File: src/logic/cdb_pkg.sv
package cdb_pkg;
	// ----------------------------------------------------------------
	// Bus shape
	// ----------------------------------------------------------------
	localparam int ADDR_W  = 32;
	localparam int DATA_W  = 32;
	localparam int LANES   = DATA_W / 8;
	localparam int MTYPE_W = 2;
	localparam int PROT_W  = 3;
	localparam int ACHK_W  = 8;
	// Memory type field positions
	localparam int MTYPE_BUF_BIT   = 0;
	localparam int MTYPE_CACHE_BIT = 1;
	// Reset values
	localparam logic [ADDR_W-1:0] ADDR_RST = 32'h0000_0000;
	localparam logic [DATA_W-1:0] DATA_RST = 32'h0000_0000;
	localparam logic [ACHK_W-1:0] ACHK_RST = 8'h00;
	// Subordinate answers after this many cycles from the grant
	localparam int RESP_LAT = 1;

	typedef enum logic [1:0]
	{
		CDB_IDLE = 2'b00,
		CDB_REQ  = 2'b01,
		CDB_RESP = 2'b11
	} cdb_state_t;

	// Odd parity companion: the pair always holds an odd number of ones
	function automatic logic cdb_odd_par(input logic sig);
		return ~sig;
	endfunction

	// Checksum over the address phase: byte-wise xor of address, lanes and attributes; wdata is not folded in
	function automatic logic [ACHK_W-1:0] cdb_achk(
		input logic [ADDR_W-1:0]  addr,
		input logic [LANES-1:0]   lanes,
		input logic               we,
		input logic [MTYPE_W-1:0] mtype,
		input logic [PROT_W-1:0]  prot,
		input logic               dbg,
		input logic [DATA_W-1:0]  wdata);
		logic [ACHK_W-1:0] acc;
		acc = {{(ACHK_W-LANES){1'b0}}, lanes};
		for (int i = 0; i < ADDR_W / ACHK_W; i++)
		begin
			acc = acc ^ addr[i*ACHK_W +: ACHK_W];
		end
		acc = acc ^ {{(ACHK_W-PROT_W-MTYPE_W-2){1'b0}}, dbg, we, mtype, prot};
		return acc;
	endfunction
endpackage

File: src/logic/cdb_if.sv
`timescale 1ns/10ps
interface cdb_if;
	import cdb_pkg::*;
	logic                 req;
	logic                 req_par;
	logic                 gnt;
	logic                 gnt_par;
	logic [ADDR_W-1:0]    addr;
	logic [LANES-1:0]     mem_byte_lanes;
	logic                 we;
	logic [MTYPE_W-1:0]   mtype;
	logic [PROT_W-1:0]    prot;
	logic                 dbg;
	logic [DATA_W-1:0]    wdata;
	logic [ACHK_W-1:0]    achk;
	logic                 rvalid;
	logic [DATA_W-1:0]    rdata;
	logic                 err;

	modport core (output req, req_par, addr, mem_byte_lanes, we, mtype, prot, dbg, wdata,
		achk, input gnt, gnt_par, rvalid, rdata, err);
	modport sub (input req, req_par, addr, mem_byte_lanes, we, mtype, prot, dbg, wdata,
		achk, output gnt, gnt_par, rvalid, rdata, err);
endinterface

File: src/logic/cdb_core.sv
`timescale 1ns/10ps
// Notes on behaviour
// RQ1 - Hold request until grant seen
// RQ2 - Request companion carries odd parity
// RQ3 - Attributes may change after grant cycle
// RQ4 - Grant companion carries odd parity
// RQ5 - Address presented with request
// RQ6 - Lane enable per accessed byte
// RQ7 - Protection presented with request
// RQ8 - Cacheable/bufferable type presented with request
// RQ9 - Debug-origin flag presented with request
// RQ10 - Write enable high write, low read
// RQ11 - Checksum over address phase outputs
// RQ12 - Response valid exactly one cycle
// RQ13 - Read data sampled only on response
// RQ14 - Error meaningful only with response
// RQ15 - Address phase stable until grant

// Core end of the data bus. One transfer is in flight at a time: each
// costs three cycles from command to done, traded for trivial pairing of
// responses. Errors are reported with done and never retried here; the
// command side decides what a failed transfer means.
module cdb_core (
	input  wire logic                           i_mclk,
	input  wire logic                           i_rstn,
	cdb_if.core                                 bus,
	input  wire logic                           i_cmd_valid,
	input  wire logic [cdb_pkg::ADDR_W-1:0]     i_cmd_addr,
	input  wire logic                           i_cmd_we,
	input  wire logic [cdb_pkg::LANES-1:0]      i_cmd_lanes,
	input  wire logic [cdb_pkg::DATA_W-1:0]     i_cmd_wdata,
	input  wire logic                           i_cmd_cache,
	input  wire logic                           i_cmd_buf,
	input  wire logic [cdb_pkg::PROT_W-1:0]     i_cmd_prot,
	input  wire logic                           i_cmd_dbg,
	output logic                                o_cmd_ready,
	output logic                                o_done,
	output logic                                o_done_err,
	output logic [cdb_pkg::DATA_W-1:0]          o_rdata
);
	import cdb_pkg::*;

	// ----------------------------------------------------------------
	// Registered address phase
	// ----------------------------------------------------------------
	cdb_state_t          state_reg;
	logic                req_reg;
	logic                req_par_reg;
	logic [ADDR_W-1:0]   addr_reg;
	logic [LANES-1:0]    lanes_reg;
	logic                we_reg;
	logic [MTYPE_W-1:0]  mtype_reg;
	logic [PROT_W-1:0]   prot_reg;
	logic                dbg_reg;
	logic [DATA_W-1:0]   wdata_reg;
	logic [ACHK_W-1:0]   achk_reg;
	logic                launch;
	logic                gnt_hit;
	logic                resp_hit;

	// ----------------------------------------------------------------
	// Event decode
	// ----------------------------------------------------------------
	// Only one transfer outstanding keeps response pairing trivial
	assign launch   = i_cmd_valid && o_cmd_ready;
	// Grant and response count only in the state that waits for them, so
	// a stray strobe from the far side can never advance the sequence
	assign gnt_hit  = (state_reg == CDB_REQ) && bus.gnt;
	assign resp_hit = (state_reg == CDB_RESP) && bus.rvalid;

	// ----------------------------------------------------------------
	// Transfer sequencing
	// ----------------------------------------------------------------
	// Ready drops on launch and comes back with the response, so a new
	// command is never taken while the bus still owes an answer
	always_ff @(posedge i_mclk or negedge i_rstn)
	begin
		if (!i_rstn)
		begin
			state_reg   <= CDB_IDLE;
			o_cmd_ready <= 1'b1;
		end
		else
		begin
			case (state_reg)
				CDB_IDLE:
					if (launch)
					begin
						state_reg   <= CDB_REQ;
						o_cmd_ready <= 1'b0;
					end
				CDB_REQ:
					if (gnt_hit)
					begin
						state_reg <= CDB_RESP; // [RQ1]
					end
				CDB_RESP:
					if (resp_hit)
					begin
						state_reg   <= CDB_IDLE;
						o_cmd_ready <= 1'b1;
					end
				default:
				begin
					// Unused code: fall back to idle and offer ready again
					state_reg   <= CDB_IDLE;
					o_cmd_ready <= 1'b1;
				end
			endcase
		end
	end

	// ----------------------------------------------------------------
	// Request handshake
	// ----------------------------------------------------------------
	// Request and its parity; dropped in the cycle after the grant. The
	// parity flop is loaded from the same event, so the pair never splits
	always_ff @(posedge i_mclk or negedge i_rstn)
	begin
		if (!i_rstn)
		begin
			req_reg     <= 1'b0;
			req_par_reg <= 1'b1;
		end
		else if (launch)
		begin
			req_reg     <= 1'b1; // [RQ1]
			req_par_reg <= cdb_odd_par(1'b1); // [RQ2]
		end
		else if (gnt_hit)
		begin
			req_reg     <= 1'b0;
			req_par_reg <= cdb_odd_par(1'b0); // [RQ2]
		end
	end

	// ----------------------------------------------------------------
	// Address phase
	// ----------------------------------------------------------------
	// Loads only on launch, so it stays put until grant and beyond; the
	// far side may therefore sample it on any cycle of the request
	always_ff @(posedge i_mclk or negedge i_rstn)
	begin
		if (!i_rstn)
		begin
			addr_reg  <= ADDR_RST;
			lanes_reg <= '0;
			we_reg    <= 1'b0;
			mtype_reg <= '0;
			prot_reg  <= '0;
			dbg_reg   <= 1'b0;
			wdata_reg <= DATA_RST;
			achk_reg  <= ACHK_RST;
		end
		else if (launch) // [RQ15] [RQ3]
		begin
			addr_reg                   <= i_cmd_addr; // [RQ5]
			lanes_reg                  <= i_cmd_lanes; // [RQ6]
			we_reg                     <= i_cmd_we; // [RQ10]
			mtype_reg[MTYPE_CACHE_BIT] <= i_cmd_cache; // [RQ8]
			mtype_reg[MTYPE_BUF_BIT]   <= i_cmd_buf; // [RQ8]
			prot_reg                   <= i_cmd_prot; // [RQ7]
			dbg_reg                    <= i_cmd_dbg; // [RQ9]
			wdata_reg                  <= i_cmd_we ? i_cmd_wdata : DATA_RST;
			achk_reg <= cdb_achk(i_cmd_addr, i_cmd_lanes, i_cmd_we,
				{i_cmd_cache, i_cmd_buf}, i_cmd_prot, i_cmd_dbg, i_cmd_wdata); // [RQ11]
		end
	end

	// ----------------------------------------------------------------
	// Bus drive
	// ----------------------------------------------------------------
	// Every bus output comes straight from a flop, so no glitch reaches
	// the far side's checksum logic
	assign bus.req            = req_reg;
	assign bus.req_par        = req_par_reg;
	assign bus.addr           = addr_reg;
	assign bus.mem_byte_lanes = lanes_reg;
	assign bus.we             = we_reg;
	assign bus.mtype          = mtype_reg;
	assign bus.prot           = prot_reg;
	assign bus.dbg            = dbg_reg;
	assign bus.wdata          = wdata_reg;
	assign bus.achk           = achk_reg;

	// ----------------------------------------------------------------
	// Response capture
	// ----------------------------------------------------------------
	// Data and error are looked at only while response valid is high
	always_ff @(posedge i_mclk or negedge i_rstn)
	begin
		if (!i_rstn)
		begin
			o_done     <= 1'b0;
			o_done_err <= 1'b0;
			o_rdata    <= DATA_RST;
		end
		else
		begin
			o_done     <= resp_hit;
			o_done_err <= resp_hit && bus.err; // [RQ14]
			// Read data holds until the next read, writes leave it alone
			if (resp_hit && !we_reg)
			begin
				o_rdata <= bus.rdata; // [RQ13]
			end
		end
	end
endmodule // cdb_core

File: src/flat_wrapper.sv
// flat-port wrapper written by rule: the top's interface ports become plain ports
module cdb_core_flat import cdb_pkg::*;
  (i_mclk, i_rstn, i_cmd_valid, i_cmd_addr, i_cmd_we, i_cmd_lanes, i_cmd_wdata, i_cmd_cache, i_cmd_buf, i_cmd_prot, i_cmd_dbg, o_cmd_ready, o_done, o_done_err, o_rdata, bus_req, bus_req_par, bus_addr, bus_mem_byte_lanes, bus_we, bus_mtype, bus_prot, bus_dbg, bus_wdata, bus_achk, bus_gnt, bus_gnt_par, bus_rvalid, bus_rdata, bus_err);
  cdb_if bus_i ();
  input  wire logic i_mclk;
  input  wire logic i_rstn;
  input  wire logic i_cmd_valid;
  input  wire logic [cdb_pkg::ADDR_W-1:0] i_cmd_addr;
  input  wire logic i_cmd_we;
  input  wire logic [cdb_pkg::LANES-1:0] i_cmd_lanes;
  input  wire logic [cdb_pkg::DATA_W-1:0] i_cmd_wdata;
  input  wire logic i_cmd_cache;
  input  wire logic i_cmd_buf;
  input  wire logic [cdb_pkg::PROT_W-1:0] i_cmd_prot;
  input  wire logic i_cmd_dbg;
  output logic o_cmd_ready;
  output logic o_done;
  output logic o_done_err;
  output logic [cdb_pkg::DATA_W-1:0] o_rdata;
  output wire logic [$bits(bus_i.req)-1:0] bus_req;
  output wire logic [$bits(bus_i.req_par)-1:0] bus_req_par;
  output wire logic [$bits(bus_i.addr)-1:0] bus_addr;
  output wire logic [$bits(bus_i.mem_byte_lanes)-1:0] bus_mem_byte_lanes;
  output wire logic [$bits(bus_i.we)-1:0] bus_we;
  output wire logic [$bits(bus_i.mtype)-1:0] bus_mtype;
  output wire logic [$bits(bus_i.prot)-1:0] bus_prot;
  output wire logic [$bits(bus_i.dbg)-1:0] bus_dbg;
  output wire logic [$bits(bus_i.wdata)-1:0] bus_wdata;
  output wire logic [$bits(bus_i.achk)-1:0] bus_achk;
  input wire logic [$bits(bus_i.gnt)-1:0] bus_gnt;
  input wire logic [$bits(bus_i.gnt_par)-1:0] bus_gnt_par;
  input wire logic [$bits(bus_i.rvalid)-1:0] bus_rvalid;
  input wire logic [$bits(bus_i.rdata)-1:0] bus_rdata;
  input wire logic [$bits(bus_i.err)-1:0] bus_err;
  assign bus_req = bus_i.req;
  assign bus_req_par = bus_i.req_par;
  assign bus_addr = bus_i.addr;
  assign bus_mem_byte_lanes = bus_i.mem_byte_lanes;
  assign bus_we = bus_i.we;
  assign bus_mtype = bus_i.mtype;
  assign bus_prot = bus_i.prot;
  assign bus_dbg = bus_i.dbg;
  assign bus_wdata = bus_i.wdata;
  assign bus_achk = bus_i.achk;
  assign bus_i.gnt = bus_gnt;
  assign bus_i.gnt_par = bus_gnt_par;
  assign bus_i.rvalid = bus_rvalid;
  assign bus_i.rdata = bus_rdata;
  assign bus_i.err = bus_err;
  cdb_core u_core (.i_mclk(i_mclk), .i_rstn(i_rstn), .bus(bus_i), .i_cmd_valid(i_cmd_valid), .i_cmd_addr(i_cmd_addr), .i_cmd_we(i_cmd_we), .i_cmd_lanes(i_cmd_lanes), .i_cmd_wdata(i_cmd_wdata), .i_cmd_cache(i_cmd_cache), .i_cmd_buf(i_cmd_buf), .i_cmd_prot(i_cmd_prot), .i_cmd_dbg(i_cmd_dbg), .o_cmd_ready(o_cmd_ready), .o_done(o_done), .o_done_err(o_done_err), .o_rdata(o_rdata));
endmodule
File: config.mk
export PLATFORM = sky130hd
export DESIGN_NAME = cdb_core_flat
export DESIGN_NICKNAME = d
export VERILOG_FILES = /design/src/logic/cdb_pkg.sv /design/src/logic/cdb_if.sv /design/src/logic/cdb_core.sv /design/src/flat_wrapper.sv
export SDC_FILE = /design/constraint.sdc
export NUM_CORES = 1
export LEC_CHECK = 0
export BUFFER_PORTS_ARGS = -buffer_cell sky130_fd_sc_hd__clkbuf_2
export CORE_AREA = 2 2 163 85
export CTS_CLUSTER_DIAMETER = 120
export DETAILED_ROUTE_END_ITERATION = 10
export DIE_AREA = 0 0 165 87
export PLACE_DENSITY = 0.72
export REMOVE_ABC_BUFFERS = 1
export SETUP_SLACK_MARGIN = 0.3
export SYNTH_ARGS = -nofsm -noshare
export SYNTH_HDL_FRONTEND = slang
export SYNTH_SLANG_ARGS = --single-unit
File: constraint.sdc
create_clock -name i_mclk -period 1.4 [get_ports i_mclk]
set_input_delay 0 -clock i_mclk [delete_from_list [all_inputs] [get_ports i_mclk]]
set_output_delay 0 -clock i_mclk [all_outputs]
set_load 0.005 [all_outputs]
==> impl_metrics.py, run 1 <==
metrics = {
    "global_route": {
        "grt_max_degree": 41,
        "grt_pass1_vias": 4567,
        "grtUsageTotal_pct": 21.3,
        "grt_pass1_wl_um": 23100,
        "grt_overflow": 0,
        "antenna_found_initial": 0,
    },
    "sta": {
        "clock_skew_ns": 0.00851,
        "rsz0062_at_grt": "yes",
        "setup_viol": 0,
        "fin_setup_tns_ns": 0,
        "max_freq_ghz": 0.749,
        "hold_viol_final": 0,
        "relSlewSlack_pct": 73.2,
        "drv_slew": 0,
        "post-route-min-period_ns": 1.34,
        "fin_hold_ws_ns": 0.0289,
        "worst_slack_ns": 0.0642,
        "tightest_slew_ns": 0.402,
        "period_share_pct": 95.4,
    },
    "layout": {
        "regArea_um2": 3060,
        "num-nets-final": 862,
        "fin_area_um2": 8610,
        "drive_gt1_share_pct": 50.2,
        "final_cells": 937,
        "n_fill_cell": 924,
        "diodes": 0,
        "multi_input_area_um2": 1940,
        "area_growth_pct": 69.5,
    },
    "logic_synthesis": {
        "yosys.area_share.adder_pct": 0,
        "postSynthAreaPerCell_um2": 13.5,
        "yosys-top-cells-count": "dfrtp_1, nand2_1, mux2_2, o21ai_0, mux2_4",
        "muxShareOfSynthArea_pct": 18.8,
        "yosysTopAreaCellShare_pct": 59.1,
        "synth_enable_flop_cells": 0,
        "yosysMostFrequentCell": "dfrtp_1",
        "synth_compound_area_share_pct": 4.88,
        "ys_top_cells_by_area": "dfrtp_1, mux2_2, mux2_4, nand2_1, o21ai_0",
        "post_synth_instance_area_um2": 5080,
        "ys_seq_area_share_pct": 60.2,
        "yosys.area_share.simple_pct": 6.41,
        "syn_inst": 375,
        "synth-seq-cells": 122,
        "synthDistinctLibCells": 23,
        "synth-main-ff-cell": "dfrtp_1",
        "yosysWarnings": 0,
        "synth_top_family_by_area": "multiplexers",
        "synth_xor_area_share_pct": 6.73,
        "synth.largest_area_cell": "dfrtp_1",
        "synthArstFlopShare_pct": 100,
    },
    "cts": {
        "cts_root_buf": "clkbuf_16",
        "clk_pin_slew_worst_paths_ns": 0.06,
        "cts-buffers-inserted": 17,
        "htreeDepth": 4,
        "cts_tree": "yes",
        "cts_buffer_depth": 2,
        "clock_latency_ns": 0.41,
        "cts.sinks": 122,
    },
    "setup_path": {
        "critPathKind": "reg -> reg",
        "path_max_fanout": 8,
        "cp_data_arrival_time_ns": 1.62,
        "crit_chain": "and3_4 > nand2b_4 > buf_12 > mux2_4",
        "required_ns": 1.69,
        "slowest_delay_ns": 0.38,
        "slowest_stage": "dfrtp_1",
        "cp-start-kind": "register",
        "end_kind": "register",
    },
    "route": {
        "drtAntennaViolNets": 0,
        "wl_per_cell_um": 16.4,
        "drtIter0Drc": 237,
        "wl_met1_um": 6740,
        "drc": 0,
        "top_layer_used": "met4",
        "vias": 4326,
        "first_pass_iters": 4,
        "met3_length_um": 1020,
        "wl_met2_um": 7320,
        "totalWireLength_um": 15300,
        "routed_via_density": 4.62,
    },
    "floorplan": {
        "initial_utilization_pct": 38.8,
        "io_pins": 234,
        "dieArea_um2": 14400,
        "dieHeight_um": 87,
        "coreArea_um2": 13100,
        "rows": 30,
        "die_w_um": 165,
    },
    "pwr": {
        "switching_share_pct": 31.0,
        "p_switching_mw": 5.28,
        "power_frac_comb_pct": 36.9,
        "p_clk_share_pct": 25.6,
        "internal-power_mw": 11.7,
        "p_leak_nw": 4.44,
        "power.density_nw_per_um2": 1980,
        "ir_drop_v": 0.000975,
        "seqPwrFrac_pct": 37.5,
    },
    "min_path": {
        "hold_path_class": "in -> reg",
    },
    "placed_design": {
        "dp.cells": 776,
        "place_hpwl_um": 9420,
        "dp_slack_ns": 0.00674,
        "placed_cell_area_um2": 6500,
        "numPortBuffers": 232,
        "gp_congestion": 0.745,
    },
    "run": {
        "maxCapViolCount": 0,
    },
    "outcome": {
        "outcome": "finished clean",
    },
}
cell families (layout without fill, tap and decap cells):
family                 Yosys count  after routing
flip-flops                     122            122
AND/OR/NAND/NOR                 81             81
multiplexers                    75             75
AO/OA/AOI/OAI                   47             47
XOR/XNOR                        28             28
buffers and inverters           22            408
path summary, 6_finish.rpt:
path | from | end | slack (ns) | cells past startpoint
worst min register to register | u_core.bus.wdata[20]$_DFFE_PN0P_ | u_core.bus.wdata[20]$_DFFE_PN0P_ | 0.48 | 2
worst min-delay path | i_cmd_valid | u_core.o_cmd_ready$_DFFE_PN1P_ | 0.03 | 3
min in group asynchronous | i_rstn | u_core.o_rdata[23]$_DFFE_PN0P_ | 0.06 | 2
worst max-delay path | u_core.state_reg[1]$_DFFE_PN0P_ | u_core.o_rdata[0]$_DFFE_PN0P_ | 0.06 | 4
worst max register to register | u_core.state_reg[1]$_DFFE_PN0P_ | u_core.o_rdata[0]$_DFFE_PN0P_ | 0.06 | 4
max in group asynchronous | i_rstn | u_core.bus.wdata[16]$_DFFE_PN0P_ | 0.72 | 3
critical path, delay by kind of cell, from the launching register on:
family	cells	cell delay, ns
mux	1	0.30
buf+inv	1	0.17
simple gates	2	0.35
flops	1	0.38
what timing repair did:
item / 4_1_cts / 5_1_grt
resized for setup: 20 / 21
pin swaps: 0 / 1
endpoints found under the hold margin: 235 / 0
cloned: 7 / 1
hold buffers: 113 / 0
buffers inserted: 5 / 3
endpoints found under the setup margin: 118 / 120
routing by layer:
| metal | global-route usage (%) | vias to the layer above |
|---|---|---|
| met5 | 0 | - |
| met3 | 6.62 | 24 |
| met2 | 35.7 | 168 |
| met4 | 6.72 | 0 |
| li1 | - | 2007 |
| met1 | 26.8 | 2127 |
power groups by stage:
stage	combinational (mW)	clock, mW	sequential [mW]
3_5_place_dp	5.20	0	6.34
4_1_cts	6.04	4.44	6.35
3_3_place_gp	5.02	0	6.23
6_report	6.27	4.36	6.38
5_1_grt	6.81	4.62	6.56
2_1_floorplan	2.39	0	6.33
stage by stage:
stage / util, % / total power [mW]
after floorplan: - / 8.72
after global placement: 49.6 / 11.2
after detailed placement: 49.6 / 11.5
after CTS: 65.1 / 16.8
after global routing: 65.7 / 18.0
final: 65.7 / 17.0
area by class of cell:
cell class,instances,share of cell area [%]
Sequential cell,122,35.5
Clock inverter,15,1.93
Multi-Input combinational cell,231,22.5
Clock buffer,17,4.94
Inverter,1,0.0436
Timing Repair Buffer,375,32.5
Tap cell,176,2.56
layout by cell type (no fill, tap or decap), types with 2 or more instances in the layout:
| cell type | synthesis | routed |
|---|---|---|
| buf_12 | 3 | 5 |
| buf_16 | 0 | 4 |
| buf_4 | 0 | 12 |
| buf_6 | 1 | 4 |
| bufbuf_16 | 0 | 4 |
| bufinv_16 | 0 | 2 |
| clkbuf_16 | 0 | 18 |
| clkbuf_2 | 0 | 230 |
| clkinv_2 | 0 | 2 |
| clkinv_4 | 0 | 4 |
| clkinvlp_4 | 0 | 2 |
| dfrtp_1 | 120 | 120 |
| dfstp_2 | 2 | 2 |
| dlygate4sd3_1 | 0 | 113 |
| inv_6 | 0 | 4 |
| mux2_2 | 45 | 43 |
| mux2_4 | 30 | 32 |
| nand2_1 | 76 | 75 |
| nand2b_4 | 0 | 2 |
| o21ai_0 | 42 | 25 |
| o21ai_1 | 0 | 13 |
| o21ai_2 | 0 | 4 |
| xnor2_1 | 17 | 17 |
| xnor3_1 | 7 | 7 |
| xor2_1 | 4 | 4 |
Note: power is estimated with default switching activity, not from simulation.
==> run 2: changes to the inputs <==
--- a/config.mk
+++ b/config.mk
@@ -5,12 +5,12 @@
 export SDC_FILE = /design/constraint.sdc
 export NUM_CORES = 1
 export LEC_CHECK = 0
-export BUFFER_PORTS_ARGS = -buffer_cell sky130_fd_sc_hd__clkbuf_2
 export CORE_AREA = 2 2 163 85
 export CTS_CLUSTER_DIAMETER = 120
 export DETAILED_ROUTE_END_ITERATION = 10
 export DIE_AREA = 0 0 165 87
-export PLACE_DENSITY = 0.72
+export DONT_BUFFER_PORTS = 1
+export MAX_ROUTING_LAYER = met4
 export REMOVE_ABC_BUFFERS = 1
 export SETUP_SLACK_MARGIN = 0.3
 export SYNTH_ARGS = -nofsm -noshare
==> run 2 against run 1 <==
The run now fails in clock tree synthesis; synthesized area unchanged; synthesized cell count unchanged.
==> impl_metrics.py, run 2 <==
metrics = {
    "outcome": {
        "outcome": "aborted with a tool error",
        "lastStage": "clock tree synthesis",
        "toolErrorMsg": "[ERROR RSZ-0060] Max buffer count reached.",
    },
    "cts": {
        "htreeDepth": 4,
        "cts_hold_buf": 119,
        "cts.sinks": 122,
        "post_cts.repair.setup_buffers": 7,
        "cts_root_buf": "clkbuf_16",
        "cts_buffer_depth": 2,
        "cts_resized": 51,
        "cts-buffers-inserted": 17,
    },
    "logic_synthesis": {
        "synth.largest_area_cell": "dfrtp_1",
        "synth_enable_flop_cells": 0,
        "yosysMostFrequentCell": "dfrtp_1",
        "synthArstFlopShare_pct": 100,
        "postSynthAreaPerCell_um2": 13.5,
        "ys_top_cells_by_area": "dfrtp_1, mux2_2, mux2_4, nand2_1, o21ai_0",
        "yosys-top-cells-count": "dfrtp_1, nand2_1, mux2_2, o21ai_0, mux2_4",
        "synthDistinctLibCells": 23,
        "synth-seq-cells": 122,
        "ys_seq_area_share_pct": 60.2,
        "yosysWarnings": 0,
        "synth-main-ff-cell": "dfrtp_1",
        "yosysTopAreaCellShare_pct": 59.1,
        "syn_inst": 375,
        "post_synth_instance_area_um2": 5080,
    },
    "placed_design": {
        "gp_congestion": 0.739,
        "dp.cells": 537,
        "dp_slack_ns": 0.0157,
        "place_hpwl_um": 7230,
        "numPortBuffers": 0,
    },
    "floorplan": {
        "rows": 30,
        "initial_utilization_pct": 38.8,
        "die_w_um": 165,
        "dieHeight_um": 87,
        "io_pins": 234,
    },
}
## run 2: cell counts after synthesis
No cell type changed its count.
## run 2: cell families after synthesis
kind of cell | count (synthesis) | synth area share (%)
mux | 75 | 18.8
compound gates | 47 | 4.88
simple gates | 81 | 6.41
xor+xnor | 28 | 6.73
buf+inv | 22 | 2.98
flops | 122 | 60.2
## run 2: per-stage QoR
step / cell area (um^2) / setup TNS [ns]
3_5_place_dp: 5260 / 0
3_3_place_gp: 5260 / 0
2_1_floorplan: 4930 / -141.70
==> run 3: changes to the inputs <==
--- a/config.mk
+++ b/config.mk
@@ -5,14 +5,12 @@
 export SDC_FILE = /design/constraint.sdc
 export NUM_CORES = 1
 export LEC_CHECK = 0
-export CORE_AREA = 2 2 163 85
-export CTS_CLUSTER_DIAMETER = 120
+export CORE_AREA = 2 2 146 148
 export DETAILED_ROUTE_END_ITERATION = 10
-export DIE_AREA = 0 0 165 87
+export DIE_AREA = 0 0 148 150
 export DONT_BUFFER_PORTS = 1
-export MAX_ROUTING_LAYER = met4
+export PLACE_DENSITY_LB_ADDON = 0.15
 export REMOVE_ABC_BUFFERS = 1
-export SETUP_SLACK_MARGIN = 0.3
 export SYNTH_ARGS = -nofsm -noshare
 export SYNTH_HDL_FRONTEND = slang
 export SYNTH_SLANG_ARGS = --single-unit
==> constraint.sdc (replaced) <==
create_clock -name i_mclk -period 1.8 [get_ports i_mclk]
set_input_delay 0 -clock i_mclk [delete_from_list [all_inputs] [get_ports i_mclk]]
set_output_delay 0 -clock i_mclk [all_outputs]
set_load 0.005 [all_outputs]
==> run 3 against run 2 <==
The flow now finishes, with violations (negative hold slack).
==> impl_metrics.py, run 3 (synthesized netlist as in run 1, its figures left out) <==
metrics = {
    "outcome": {
        "outcome": "finished with violations",
        "violations": "negative hold slack",
    },
    "route": {
        "drtAntennaViolNets": 0,
        "drtIter0Drc": 60,
        "routed_via_density": 4.12,
        "wl_per_cell_um": 15.6,
        "first_pass_iters": 4,
        "vias": 3287,
        "drc": 0,
        "totalWireLength_um": 12500,
    },
    "setup_path": {
        "cp_data_arrival_time_ns": 1.89,
        "slowest_stage": "dlygate4sd3_1",
        "critPathKind": "reg -> reg",
        "required_ns": 2.15,
        "crit_chain": "nand2b_1 > o21ba_2 > a21oi_1 > dlygate4sd3_1",
        "end_kind": "register",
        "slowest_delay_ns": 0.56,
        "path_max_fanout": 6,
        "cp-start-kind": "register",
    },
    "layout": {
        "area_growth_pct": 42.5,
        "num-nets-final": 623,
        "final_common_cell": "dlygate4sd3_1",
        "layout_common_cells": "dlygate4sd3_1, dfrtp_1, nand2_1",
        "final_core_util_pct": 35.0,
        "final_cells": 798,
        "drive_gt1_share_pct": 22.2,
    },
    "floorplan": {
        "rows": 53,
        "io_pins": 234,
        "die_w_um": 148,
        "initial_utilization_pct": 24.5,
        "coreArea_um2": 20700,
        "dieHeight_um": 150,
        "dieArea_um2": 22200,
    },
    "cts": {
        "clk_pin_slew_worst_paths_ns": 0.06,
        "clock_latency_ns": 0.41,
        "htreeDepth": 4,
        "cts.sinks": 122,
        "post_cts.repair.setup_buffers": 0,
        "cts_root_buf": "clkbuf_16",
        "cts_buffer_depth": 2,
        "cts_tree": "yes",
        "cts_resized": 0,
        "cts_hold_buf": 133,
        "cts-buffers-inserted": 17,
    },
    "sta": {
        "period_share_pct": 85.7,
        "clock_skew_ns": 0.00909,
        "hold_viol_final": 122,
        "fin_hold_ws_ns": -0.719,
        "worst_slack_ns": 0.257,
        "tightest_slew_ns": 0.538,
        "drv_slew": 0,
        "max_freq_ghz": 0.648,
        "setup_viol": 0,
        "rsz0062_at_grt": "no",
        "post-route-min-period_ns": 1.54,
        "relSlewSlack_pct": 64.2,
    },
    "pwr": {
        "ir_drop_v": 0.000647,
        "internal-power_mw": 7.58,
        "p_switching_mw": 3.36,
        "power.density_nw_per_um2": 1510,
        "seqPwrFrac_pct": 48.5,
        "p_leak_nw": 3.22,
        "p_clk_share_pct": 29.9,
        "switching_share_pct": 30.7,
        "power_frac_comb_pct": 21.6,
        "total_power_mw": 10.9,
    },
    "placed_design": {
        "dp.cells": 632,
        "place_hpwl_um": 7980,
        "gp_congestion": 0.714,
        "numPortBuffers": 0,
        "dp_slack_ns": 0.317,
    },
    "global_route": {
        "grt_max_degree": 123,
        "grt_pass1_vias": 3562,
        "grt_overflow": 0,
        "grtUsageTotal_pct": 11.2,
        "grt_pass1_wl_um": 19000,
        "antenna_found_initial": 1,
    },
    "run": {
        "maxCapViolCount": 0,
    },
    "min_path": {
        "hold_path_class": "in -> async",
    },
}
run 3: final timing paths:
check	start	endpoint	slack [ns]	cells after the start
setup / recovery	u_core.state_reg[1]$_DFFE_PN0P_	u_core.bus.req_par$_DFFE_PN1P_	0.26	4
hold / removal	i_rstn	u_core.o_rdata[27]$_DFFE_PN0P_	-0.72	0
setup reg to reg	u_core.state_reg[1]$_DFFE_PN0P_	u_core.bus.req_par$_DFFE_PN1P_	0.26	4
hold reg to reg	u_core.bus.wdata[30]$_DFFE_PN0P_	u_core.bus.wdata[30]$_DFFE_PN0P_	0.52	2
max in group asynchronous	i_rstn	u_core.bus.req_par$_DFFE_PN1P_	2.33	0
min in group i_mclk	i_cmd_prot[2]	u_core.bus.achk[2]$_DFFE_PN0P_	0.02	3
run 3: critical path: cells and delay by family, from the launching register on:
kind / cells / cell delay [ns]
buffers and inverters: 1 / 0.56
DFF: 1 / 0.42
AOI/OAI and AO/OA: 2 / 0.30
and+or+nand+nor: 1 / 0.20
run 3: stage by stage:
step / area [um^2] / setup TNS (ns)
6_report: 7240 / 0
5_1_grt: 7240 / 0
4_1_cts: 7240 / 0
3_5_place_dp: 5330 / 0
3_3_place_gp: 5330 / 0
2_1_floorplan: 4930 / -99.17
run 3: cell type report:
cell class / count / area [um^2]
repair buffers: 136 / 1390
flip-flops and latches: 122 / 3060
fillers: 2049 / 13500
well taps: 275 / 344
clock buffers: 18 / 429
diodes: 1 / 2.50
inverters: 1 / 3.75
clock inverters: 14 / 135
multi-input cells: 231 / 1880
run 3: power by group through the flow:
| stage | combinational [mW] | clock (mW) | sequential, mW |
|---|---|---|---|
| finish | 2.36 | 3.27 | 5.31 |
| global route | 2.61 | 3.55 | 5.50 |
| CTS | 2.38 | 3.41 | 5.35 |
| detailed placement | 2.13 | 0 | 5.36 |
| global placement | 2.02 | 0 | 5.39 |
| floorplan | 1.86 | 0 | 4.92 |
run 3: layer usage:
metal / routed length, um / up-vias / track usage [%]
met5: 0 / - / 0
met4: 198 / 0 / 4.29
met3: 1380 / 14 / 6.16
met2: 5970 / 167 / 17.8
met1: 4910 / 1574 / 12.8
li1: - / 1532 / -
==> run 4: changes to the inputs <==
--- a/config.mk
+++ b/config.mk
@@ -5,9 +5,10 @@
 export SDC_FILE = /design/constraint.sdc
 export NUM_CORES = 1
 export LEC_CHECK = 0
-export CORE_AREA = 2 2 146 148
+export ABC_AREA = 1
+export CORE_AREA = 2 2 150 152
 export DETAILED_ROUTE_END_ITERATION = 10
-export DIE_AREA = 0 0 148 150
+export DIE_AREA = 0 0 152 154
 export DONT_BUFFER_PORTS = 1
 export PLACE_DENSITY_LB_ADDON = 0.15
 export REMOVE_ABC_BUFFERS = 1
==> run 4 against run 3 <==
The flow still finishes with violations (negative hold slack); clock power rose by 12%; cell count rose by 36%; final area rose by 5.6%; total power fell by 8.7%; critical path depth did not move; sequential power fell by 15%; register-to-register slack got worse by 0.09 ns; critical path type unchanged.
==> impl_metrics.py, run 4 <==
metrics = {
    "sta": {
        "relSlewSlack_pct": 58.6,
        "rsz0062_at_grt": "no",
        "max_freq_ghz": 0.612,
        "fin_setup_tns_ns": 0,
        "period_share_pct": 90.7,
        "post-route-min-period_ns": 1.63,
        "clock_skew_ns": 0.00819,
        "drv_slew": 0,
        "fin_hold_ws_ns": -0.712,
        "tightest_slew_ns": 0.618,
        "setup_viol": 0,
        "hold_viol_final": 122,
    },
    "layout": {
        "drive_gt1_share_pct": 4.97,
        "fin_area_um2": 7640,
        "final_common_cell": "nand2_1",
        "final_core_util_pct": 35.2,
        "layout_common_cells": "nand2_1, dlygate4sd3_1, dfrtp_1",
        "diodes": 0,
        "num-nets-final": 906,
        "area_growth_pct": 43.3,
    },
    "floorplan": {
        "io_pins": 234,
        "dieArea_um2": 23400,
        "dieHeight_um": 154,
        "rows": 54,
        "initial_utilization_pct": 24.6,
        "die_w_um": 152,
        "coreArea_um2": 21700,
    },
    "logic_synthesis": {
        "yosysMostFrequentCell": "nand2_1",
        "synth_compound_area_share_pct": 6.67,
        "synth_enable_flop_cells": 0,
        "syn_inst": 656,
        "ys_top_cells_by_area": "dfrtp_1, nand2_1, o21ai_0, nand3_1, inv_1",
        "synth_xor_area_share_pct": 0.657,
        "ys_seq_area_share_pct": 57.3,
        "yosys.area_share.simple_pct": 28.8,
        "yosysTopAreaCellShare_pct": 56.3,
        "postSynthAreaPerCell_um2": 8.13,
        "synth-seq-cells": 122,
        "synthArstFlopShare_pct": 100,
        "yosys-top-cells-count": "nand2_1, dfrtp_1, o21ai_0, nand3_1, inv_1",
        "synth-main-ff-cell": "dfrtp_1",
        "yosysWarnings": 0,
        "yosys.area_share.adder_pct": 0,
        "post_synth_instance_area_um2": 5330,
        "muxShareOfSynthArea_pct": 0,
        "synth.largest_area_cell": "dfrtp_1",
        "synthDistinctLibCells": 21,
        "synth_top_family_by_area": "simple AND/OR/NAND/NOR gates",
    },
    "cts": {
        "htreeDepth": 4,
        "cts_hold_buf": 143,
        "clock_latency_ns": 0.41,
        "cts.sinks": 122,
        "post_cts.repair.setup_buffers": 0,
        "cts_root_buf": "clkbuf_16",
        "cts_buffer_depth": 2,
        "clk_pin_slew_worst_paths_ns": 0.06,
        "cts_resized": 0,
        "cts-buffers-inserted": 17,
        "cts_tree": "yes",
    },
    "pwr": {
        "p_leak_nw": 3.75,
        "power_frac_comb_pct": 18.1,
        "p_switching_mw": 3.15,
        "switching_share_pct": 31.5,
        "ir_drop_v": 0.000482,
        "internal-power_mw": 6.84,
        "power.density_nw_per_um2": 1310,
        "total_power_mw": 9.99,
        "seqPwrFrac_pct": 45.3,
        "p_clk_share_pct": 36.6,
    },
    "route": {
        "drtIter0Drc": 292,
        "routed_via_density": 4.35,
        "vias": 4716,
        "drc": 0,
        "wl_per_cell_um": 14.0,
        "drtAntennaViolNets": 0,
        "first_pass_iters": 4,
        "totalWireLength_um": 15200,
    },
    "setup_path": {
        "cp_data_arrival_time_ns": 1.97,
        "path_max_fanout": 111,
        "slowest_stage": "dfstp_2",
        "r2r-end": "u_core.bus.addr[22]$_DFFE_PN0P_",
        "cp-start-kind": "register",
        "path_delay_family": "buffers and inverters",
        "critPathBufInv": 2,
        "end_kind": "register",
        "reg2regPathDepth": 4,
        "crit_chain": "nand2_4 > buf_12 > o21ai_0 > dlygate4sd3_1",
        "reg2reg_from": "u_core.o_cmd_ready$_DFFE_PN1P_",
        "critPathKind": "reg -> reg",
        "slowest_delay_ns": 0.58,
        "reg2reg_slack_ns": 0.17,
        "required_ns": 2.14,
        "crit_start": "u_core.o_cmd_ready$_DFFE_PN1P_",
    },
    "placed_design": {
        "numPortBuffers": 0,
        "place_hpwl_um": 9890,
        "gp_congestion": 0.795,
        "placed_cell_area_um2": 5570,
    },
    "min_path": {
        "hold_path_class": "in -> async",
    },
    "global_route": {
        "grt_max_degree": 123,
        "grt_pass1_wl_um": 25400,
        "antenna_found_initial": 0,
        "met3_usage_pct": 5.86,
        "grt_overflow": 0,
        "grt.busiest_layer": "met2",
        "grtUsageTotal_pct": 13.3,
        "grt_pass1_vias": 4851,
        "met2_usage_pct": 21.3,
        "use_met1_pct": 15.8,
    },
    "run": {
        "maxCapViolCount": 0,
    },
    "outcome": {
        "outcome": "finished with violations",
        "violations": "negative hold slack",
    },
}
run 4: cell families after synthesis:
group | after synthesis
buf+inv | 76
compound gates | 71
flops | 122
simple gates | 383
xor+xnor | 4
run 4: cell type report:
class	count	area (um^2)
Clock buffer	21	460
Clock inverter	11	169
Fill cell	2195	14000
Inverter	45	169
Multi-Input combinational cell	458	1930
Sequential cell	122	3060
Tap cell	280	350
Timing Repair Buffer	148	1500
run 4: stage by stage:
step,setup WS (ns),cells
after floorplan,-0.895,625
after global placement,0.343,910
after detailed placement,0.307,910
after CTS,0.0994,1085
after global routing,0.0627,1085
final,0.167,1085
run 4: how the worst max path moves through the flow:
stage | endpoint | slack (ns) | cells past startpoint
after floorplan | u_core.bus.achk[2]$_DFFE_PN0P_ | -0.90 | 4
after global placement | u_core.bus.achk[6]$_DFFE_PN0P_ | 0.34 | 4
after detailed placement | u_core.bus.achk[7]$_DFFE_PN0P_ | 0.31 | 4
after CTS | u_core.bus.addr[22]$_DFFE_PN0P_ | 0.1 | 4
after global routing | u_core.bus.addr[22]$_DFFE_PN0P_ | 0.06 | 4
final | u_core.bus.addr[22]$_DFFE_PN0P_ | 0.17 | 4
run 4: power by group through the flow:
| stage | logic, mW | registers, mW | clock network, mW |
|---|---|---|---|
| 3_5_place_dp | 1.54 | 4.58 | 0 |
| 2_1_floorplan | 1.16 | 4.28 | 0 |
| 4_1_cts | 1.83 | 4.54 | 3.78 |
| 5_1_grt | 2.14 | 4.66 | 3.90 |
| 6_report | 1.81 | 4.53 | 3.65 |
| 3_3_place_gp | 1.47 | 4.59 | 0 |
run 4: routing by layer:
metal / part of all wire [%] / vias to the layer above
met4: 1.7 / 0
met2: 47 / 209
met1: 41 / 2160
met5: 0 / -
li1: - / 2327
met3: 10 / 20
